File: config.mk
export PLATFORM = sky130hd
export DESIGN_NAME = engine_brightness_and_mapping
export DESIGN_NICKNAME = d
export VERILOG_FILES = /design/src/inc/eng_pkg.sv /design/src/inc/level_if.sv /design/src/hw/tick_gen.sv /design/src/hw/level_bank.sv /design/src/hw/engine_brightness_and_mapping.sv
export SDC_FILE = /design/constraint.sdc
export NUM_CORES = 1
export LEC_CHECK = 0
export ABC_AREA = 1
export BUFFER_PORTS_ARGS = -buffer_cell sky130_fd_sc_hd__buf_4
export CAP_MARGIN = 20
export CORE_ASPECT_RATIO = 1.5
export CORE_UTILIZATION = 60
export DETAILED_ROUTE_END_ITERATION = 7
export PLACE_DENSITY_LB_ADDON = 0.1
export SLEW_MARGIN = 20
export SYNTH_ARGS = -nofsm -noshare
export SYNTH_HDL_FRONTEND = slang
export SYNTH_SLANG_ARGS = --single-unit
File: constraint.sdc
create_clock -name sys_clk -period 11.8 [get_ports sys_clk]
set_input_delay 3.54 -clock sys_clk [delete_from_list [all_inputs] [get_ports sys_clk]]
set_output_delay 3.54 -clock sys_clk [all_outputs]
set_load 0.01 [all_outputs]
File: src/inc/eng_pkg.sv
package eng_pkg;

   // Clock rates; the engine tick is derived from the system clock
   localparam int CLK_HZ     = 125_000_000;
   localparam int MASTER_HZ  = 32768;
   localparam int MASTER_DIV = CLK_HZ / MASTER_HZ;

   // Instruction timing in engine ticks
   localparam logic [13:0] SET_TICKS   = 14'h0010;
   localparam int          PRE_FAST_SH = 4;    // Divide by 16
   localparam int          PRE_SLOW_SH = 9;    // Divide by 512

   // Operand field positions
   localparam int TYPE_BIT     = 14;
   localparam int SIGN_BIT     = 8;
   localparam int WAIT_PRE_BIT = 14;
   localparam int WAIT_T_HI    = 13;
   localparam int WAIT_T_LO    = 9;

   // Output bank
   localparam int         NUM_OUT = 11;
   localparam int         ADDR_W  = 7;
   localparam logic [7:0] LVL_MAX = 8'hFF;
   localparam logic [7:0] LVL_RST = 8'h00;
   localparam logic [6:0] PTR_RST = 7'h00;

   // Decoded instruction presented to the engine
   typedef enum logic [3:0] {
      cmd_set_level,
      cmd_set_var,
      cmd_wait,
      table_first_op,
      table_last_op,
      cmd_select,
      cmd_clear,
      cmd_step_fwd,
      cmd_step_back,
      cmd_set_row
   } cmd_t;

   typedef enum logic [2:0] {
      st_idle,
      st_fetch,
      st_load,
      st_set,
      st_wait
   } state_t;

endpackage

File: src/inc/level_if.sv
`timescale 1ns/10ps
interface level_if;
   logic                       apply;
   logic                       absolute;
   logic                       decrease;
   logic [7:0]                 value;
   logic [eng_pkg::NUM_OUT-1:0] mask;

   modport src  (output apply, output absolute, output decrease,
                 output value, output mask);
   modport bank (input apply, input absolute, input decrease,
                 input value, input mask);
endinterface

File: src/hw/tick_gen.sv
`timescale 1ns/10ps
module tick_gen #(
   parameter int DIV = eng_pkg::MASTER_DIV
) (
   input  wire logic sys_clk,
   input  wire logic rst,
   input  wire logic restart,
   output logic      tick
);
   localparam int W = $clog2(DIV);

   logic [W-1:0] div_cnt;
   logic [W-1:0] next_div_cnt;
   logic         next_tick;

   // Restart realigns the phase so a timed op gets whole tick periods
   always_comb begin
      next_div_cnt = div_cnt + W'(1);
      next_tick    = 1'b0;
      if (restart) begin
         next_div_cnt = '0;
      end else if (div_cnt == W'(DIV - 1)) begin
         next_div_cnt = '0;
         next_tick    = 1'b1;
      end
   end

   // Registered so the tick is a clean one-cycle pulse
   always_ff @(posedge sys_clk) begin
      if (rst) begin
         div_cnt <= '0;
         tick    <= 1'b0;
      end else begin
         div_cnt <= next_div_cnt;
         tick    <= next_tick;
      end
   end
endmodule

File: src/hw/level_bank.sv
`timescale 1ns/10ps
module level_bank #(
   parameter int N = eng_pkg::NUM_OUT
) (
   input  wire logic         sys_clk,
   input  wire logic         rst,
   level_if.bank             lv,
   output logic [8*N-1:0]    level_out
);
   genvar i;
   generate
      for (i = 0; i < N; i++) begin : g_out
         logic [7:0] lvl;
         logic [7:0] next_lvl;
         logic [8:0] sum;

         // Only mapped outputs move; unmapped ones keep their own level
         always_comb begin
            sum      = {1'b0, lvl} + {1'b0, lv.value};
            next_lvl = lvl;
            if (lv.apply && lv.mask[i]) begin
               if (lv.absolute) begin
                  next_lvl = lv.value;
               end else if (lv.decrease) begin
                  // Clamp at zero rather than wrap to full scale
                  next_lvl = (lvl > lv.value) ? lvl - lv.value : 8'h00;
               end else begin
                  next_lvl = sum[8] ? eng_pkg::LVL_MAX : sum[7:0];
               end
            end
         end

         always_ff @(posedge sys_clk) begin
            if (rst) begin
               lvl <= eng_pkg::LVL_RST;
            end else begin
               lvl <= next_lvl;
            end
         end

         assign level_out[8*i +: 8] = lvl;
      end
   endgenerate
endmodule

File: src/hw/engine_brightness_and_mapping.sv
`timescale 1ns/10ps
module engine_brightness_and_mapping (
   input  wire logic                        sys_clk,
   input  wire logic                        rst,
   input  wire logic                        op_valid,
   input  wire eng_pkg::cmd_t               op_cmd,
   input  wire logic [15:0]                 op_arg,
   input  wire logic [7:0]                  var_a,
   input  wire logic [7:0]                  var_b,
   input  wire logic [7:0]                  var_c,
   input  wire logic [7:0]                  var_d,
   input  wire logic [15:0]                 mem_data,
   output logic [eng_pkg::ADDR_W-1:0]       mem_addr,
   output logic                             mem_rd,
   output logic                             busy,
   output logic                             waiting,
   output logic [eng_pkg::NUM_OUT-1:0]      active_mask,
   output logic [eng_pkg::ADDR_W-1:0]       table_first,
   output logic [eng_pkg::ADDR_W-1:0]       table_last,
   output logic [8*eng_pkg::NUM_OUT-1:0]    level_out
);
   localparam int N = eng_pkg::NUM_OUT;
   localparam int A = eng_pkg::ADDR_W;

   eng_pkg::state_t state;
   eng_pkg::state_t next_state;
   logic [13:0]     cnt;
   logic [13:0]     next_cnt;
   logic [A-1:0]    row_ptr;
   logic [A-1:0]    next_ptr;
   logic [A-1:0]    next_first;
   logic [A-1:0]    next_last;
   logic [N-1:0]    next_mask;
   logic            accept;
   logic            accept_set;
   logic            timed_start;
   logic            tick;
   logic [4:0]      t_field;
   logic [13:0]     wait_ticks;
   logic [N-1:0]    sel_mask;
   logic [3:0]      sel;
   logic [7:0]      var_value;

   level_if lv ();

   // Ops are taken only while idle; busy tells the sequencer to hold off
   assign accept     = op_valid && (state == eng_pkg::st_idle);
   assign accept_set = accept && (op_cmd == eng_pkg::cmd_set_level ||
                                  op_cmd == eng_pkg::cmd_set_var);
   assign timed_start = accept_set || (accept && op_cmd == eng_pkg::cmd_wait);

   // Operand decode for wait, single-select and the variable source
   always_comb begin
      t_field = op_arg[eng_pkg::WAIT_T_HI:eng_pkg::WAIT_T_LO];
      // A zero time field counts as one, so the op still waits 16 or 512 ticks and cannot stall
      if (t_field == 5'h00) begin
         t_field = 5'h01;
      end
      if (op_arg[eng_pkg::WAIT_PRE_BIT]) begin
         wait_ticks = 14'(t_field) << eng_pkg::PRE_SLOW_SH;
      end else begin
         wait_ticks = 14'(t_field) << eng_pkg::PRE_FAST_SH;
      end
      sel      = op_arg[3:0];
      sel_mask = '0;
      if (sel != 4'h0 && sel <= 4'(N)) begin
         sel_mask = N'(1) << (sel - 4'h1);
      end
      case (op_arg[1:0])
         2'h0:    var_value = var_a;
         2'h1:    var_value = var_b;
         2'h2:    var_value = var_c;
         default: var_value = var_d;
      endcase
   end

   // Level command to the bank; fires in the accepting cycle only
   always_comb begin
      lv.apply    = accept_set;
      lv.absolute = op_arg[eng_pkg::TYPE_BIT];
      lv.decrease = op_arg[eng_pkg::SIGN_BIT];
      lv.value    = (op_cmd == eng_pkg::cmd_set_var) ? var_value
                                                     : op_arg[7:0];
      lv.mask     = active_mask;
   end

   // Sequencer next state
   always_comb begin
      next_state = state;
      next_cnt   = cnt;
      next_ptr   = row_ptr;
      next_first = table_first;
      next_last  = table_last;
      next_mask  = active_mask;
      case (state)
         eng_pkg::st_idle: begin
            if (op_valid) begin
               case (op_cmd)
                  eng_pkg::cmd_set_level,
                  eng_pkg::cmd_set_var: begin
                     next_state = eng_pkg::st_set;
                     next_cnt   = eng_pkg::SET_TICKS;
                  end
                  eng_pkg::cmd_wait: begin
                     next_state = eng_pkg::st_wait;
                     next_cnt   = wait_ticks;
                  end
                  eng_pkg::table_first_op: begin
                     next_first = op_arg[A-1:0];
                  end
                  eng_pkg::table_last_op: begin
                     next_last = op_arg[A-1:0];
                  end
                  eng_pkg::cmd_select: begin
                     next_mask = sel_mask;
                  end
                  eng_pkg::cmd_clear: begin
                     next_mask = '0;
                  end
                  eng_pkg::cmd_step_fwd: begin
                     next_ptr   = (row_ptr == table_last) ? table_first
                                  : row_ptr + A'(1);
                     next_state = eng_pkg::st_fetch;
                  end
                  eng_pkg::cmd_step_back: begin
                     next_ptr   = (row_ptr == table_first) ? table_last
                                  : row_ptr - A'(1);
                     next_state = eng_pkg::st_fetch;
                  end
                  eng_pkg::cmd_set_row: begin
                     next_ptr   = op_arg[A-1:0];
                     next_state = eng_pkg::st_fetch;
                  end
                  default: begin
                     next_state = eng_pkg::st_idle;
                  end
               endcase
            end
         end
         eng_pkg::st_fetch: begin
            next_state = eng_pkg::st_load;
         end
         eng_pkg::st_load: begin
            // The row is a mask and nothing else; levels are left alone
            next_mask  = mem_data[N-1:0];
            next_state = eng_pkg::st_idle;
         end
         eng_pkg::st_set,
         eng_pkg::st_wait: begin
            if (tick) begin
               next_cnt = cnt - 14'h0001;
               if (cnt == 14'h0001) begin
                  next_state = eng_pkg::st_idle;
               end
            end
         end
         default: begin
            next_state = eng_pkg::st_idle;
         end
      endcase
   end

   // Sequencer registers; status outputs decode next_state so they line up with state
   always_ff @(posedge sys_clk) begin
      if (rst) begin
         state       <= eng_pkg::st_idle;
         cnt         <= '0;
         row_ptr     <= eng_pkg::PTR_RST;
         table_first <= eng_pkg::PTR_RST;
         table_last  <= eng_pkg::PTR_RST;
         active_mask <= '0;
         busy        <= 1'b0;
         waiting     <= 1'b0;
         mem_rd      <= 1'b0;
      end else begin
         state       <= next_state;
         cnt         <= next_cnt;
         row_ptr     <= next_ptr;
         table_first <= next_first;
         table_last  <= next_last;
         active_mask <= next_mask;
         busy        <= (next_state != eng_pkg::st_idle);
         waiting     <= (next_state == eng_pkg::st_wait);
         mem_rd      <= (next_state == eng_pkg::st_fetch);
      end
   end

   assign mem_addr = row_ptr;

   tick_gen #(
      .DIV     (eng_pkg::MASTER_DIV)
   ) u_tick (
      .sys_clk (sys_clk),
      .rst     (rst),
      .restart (timed_start),
      .tick    (tick)
   );

   level_bank #(
      .N         (N)
   ) u_bank (
      .sys_clk   (sys_clk),
      .rst       (rst),
      .lv        (lv),
      .level_out (level_out)
   );

   // Helper: ticks spent in the current timed op and its loaded length
   logic [13:0] elapsed;
   logic [13:0] span;
   always_ff @(posedge sys_clk) begin
      if (rst || timed_start) begin
         elapsed <= '0;
         span    <= timed_start ? next_cnt : 14'h0000;
      end else if (tick) begin
         elapsed <= elapsed + 14'h0001;
      end
   end
endmodule

==> flow_metrics.tcl <==
set metrics [dict create \
    routed_via_density 5.738 \
    fmax_ghz 0.1377 \
    clk_latency_ps 470 \
    firstDrtPassIters 8 \
    critPathLaunch "op_cmd[1]" \
    vdd_drop_max_mv 0.1158 \
    synth_cell_type_count 44 \
    ys_ff_latch 153 \
    clk_path_buf_depth 2 \
    setup_violations 0 \
    grt_pass1_vias 18890 \
    synthesis.area_um2 17660 \
    rr_worst_depth 7 \
    hold_ws_ps 476.0 \
    finalMaxSlewViolations 0 \
    grt_max_degree 116 \
    place.gp.congestion 0.9781 \
    status "complete, no violations" \
    place_area_um2 19200 \
    grt_use_total_pct 37.66 \
    dieArea_um2 30130 \
    dr_total_vias 20030 \
    clock_sinks 153 \
    htreeDepth 4 \
    grt_pass1_wl_mm 90.34 \
    fillerInstances 2733 \
    antenna_found_initial 0 \
    row_count 76 \
    final_layout_size_suffix_gt1_share_pct 9.452 \
    tns_ps 0 \
    worst-r2r-setup-slack_ps 9270 \
    fin_crit_sh_pct 61.53 \
    ys_async_sr_fraction_pct 0 \
    rsz0062_at_grt "false" \
    wire_per_inst_um 16.25 \
    cts_made_buffers 17 \
    drc 0 \
    hold_class "register to register" \
    fin_skew_ps 12.45 \
    synth_cells 2971 \
    fin_nets 3373 \
    clk_pin_slew_ps 70 \
    critPathLaunchType "input port" \
    crit_path_end_kind "register" \
    hold_depth 1 \
    placed_cells 3458 \
    drt-total-wl_mm 56.71 \
    cts_resized 0 \
    synthesis.nets 3257 \
    p_per_area_nw_per_um2 78.05 \
    die_h_um 212.1 \
    grt-ovfl-total 0 \
    yosysSeqAreaShare_pct 17.35 \
    dieWidth_um 142.1 \
    fin_crit_ps 7261 \
    synth_area_per_cell_um2 5.943 \
    port-buffer-count 187 \
    ant_nets 0 \
    worstSetupPathType "input port to register" \
    root_buffer "clkbuf_16" \
    worst_r2r_startpoint "state[1]" \
    cts_tree "yes" \
    hold_viol 0 \
    syn_to_final_growth_pct 12.22 \
    postCtsHoldBufs 0 \
    diodes 0 \
    fin_area_um2 19810 \
    final_cells 3490 \
    max_cap_viol_count 0 \
    worst_pin_slew_ps 1176 \
    synthFlopType "dfxtp_1" \
    arrival_ps 7610 \
    cellLeakagePower_nw 10.79 \
    synth_edf_count 0 \
    initial_core_util_pct 61.28 \
    post_cts_buffers 0 \
    first_iter_violations 1347 \
    ios 194 \
    worstPathRequired_ps 12150 \
    post-dp-hpwl_mm 40.81 \
    yosysWarnings 0 \
    coreArea_um2 28810 \
    path_max_fanout 34 \
    hp-start "u_tick.div_cnt[0]" \
    max-slew-margin-rel_pct 21.59 \
]
layout make-up:
type | instances | area (um^2) | area share [%]
Clock inverter | 15 | 175.2 | 0.8841
Inverter | 421 | 1580 | 7.976
Multi-Input combinational cell | 2295 | 12590 | 63.53
Tap cell | 390 | 488.0 | 2.463
Timing Repair Buffer | 199 | 1494 | 7.540
Sequential cell | 153 | 3063 | 15.46
Clock buffer | 17 | 425.4 | 2.147
placed cells by master (no fill, tap or decap), types with 5 or more instances in the layout:
| cell type | netlist | final |
|---|---|---|
| a21oi_1 | 353 | 353 |
| and2_1 | 9 | 9 |
| buf_4 | 12 | 199 |
| clkbuf_16 | 0 | 17 |
| dfxtp_1 | 153 | 153 |
| fa_1 | 22 | 22 |
| ha_1 | 193 | 193 |
| inv_1 | 402 | 400 |
| inv_2 | 17 | 20 |
| inv_6 | 0 | 5 |
| inv_8 | 0 | 5 |
| nand2_1 | 830 | 830 |
| nand2_2 | 12 | 12 |
| nand3_1 | 249 | 249 |
| nand3b_1 | 11 | 11 |
| nand4_1 | 31 | 31 |
| nor2_1 | 186 | 186 |
| nor2_2 | 5 | 5 |
| nor3_1 | 45 | 45 |
| o21ai_0 | 214 | 214 |
| o21ai_1 | 7 | 5 |
| o21bai_1 | 20 | 20 |
| xnor2_1 | 15 | 15 |
| xor2_1 | 55 | 55 |
layer usage:
metal / GRT usage, % / share of wire, % / vias to the layer above / wire length (um)
li1: - / - / 9824 / -
met1: 40.98 / 37 / 9077 / 21080
met2: 66.11 / 48 / 877 / 27370
met3: 7.523 / 8.3 / 249 / 4699
met4: 24.36 / 6.3 / 0 / 3559
met5: 0 / 0 / - / 0
sequential cells by signal (all words and copies together) (netlist names):
signal	cells
waiting	1
mem_rd	1
cnt	14
table_last	7
u_tick.tick	1
state	3
mem_addr	7
active_mask	11
table_first	7
busy	1
u_bank.g_out.lvl	88
u_tick.div_cnt	12
critical path, stage by stage:
cell     delay, ps
buf_4          140
nor2_4         130
nand2_2        120
nor2_4         300
nand2_1         90
o22a_2         220
buf_4          340
inv_1          630
buf_4          420
fa_1           270
inv_1           60
nand3_1         80
nand2_1        110
a21oi_1        620
o21ai_0        170
o21ai_0        240
a21oi_1         90
worst paths after layout:
| check | endpoint |
|---|---|
| hold reg to reg | u_tick.div_cnt[0] |
| setup / recovery | u_bank.g_out[6].lvl[3] |
| hold / removal | u_tick.div_cnt[0] |
| setup reg to reg | u_bank.g_out[9].lvl[0] |
logic make-up after synthesis:
logic type,after synthesis,share of synthesized area (%)
AND/OR/NAND/NOR,1396,33.32
AO/OA/AOI/OAI,614,18.06
buffers and inverters,523,11.63
adder cells (fa/ha/maj),215,16.17
flip-flops,153,17.35
XOR/XNOR,70,3.472
power by group:
| group | internal (mW) | total [mW] | switching [mW] |
|---|---|---|---|
| clock network | 0.303 | 0.573 | 0.270 |
| registers | 0.528 | 0.542 | 0.0142 |
| logic | 0.140 | 0.431 | 0.291 |
metrics by stage:
stage	util, %	setup slack (ps)	power (mW)
after CTS	68.72	4691	1.540
after floorplan	-	5301	0.8465
final	68.76	4539	1.546
after detailed placement	66.64	4226	0.9722
after global routing	68.76	4332	1.617
after global placement	66.64	4330	0.9634
Yosys cell counts, drive strengths merged, types with 15 or more instances:
cell type / instances / area share (%)
xnor2: 15 / 0.74
nor3: 47 / 1.4
o21ai: 224 / 6.4
fa: 22 / 2.5
nand4: 31 / 1.1
clkbuf: 53 / 1.1
nand3: 250 / 7.2
o21bai: 20 / 0.85
xor2: 55 / 2.7
buf: 49 / 1.5
a21oi: 359 / 10
ha: 193 / 14
inv: 419 / 8.9
nand2: 842 / 18
nor2: 195 / 4.4
dfxtp: 153 / 17
Note: power is estimated with default switching activity, not from simulation.
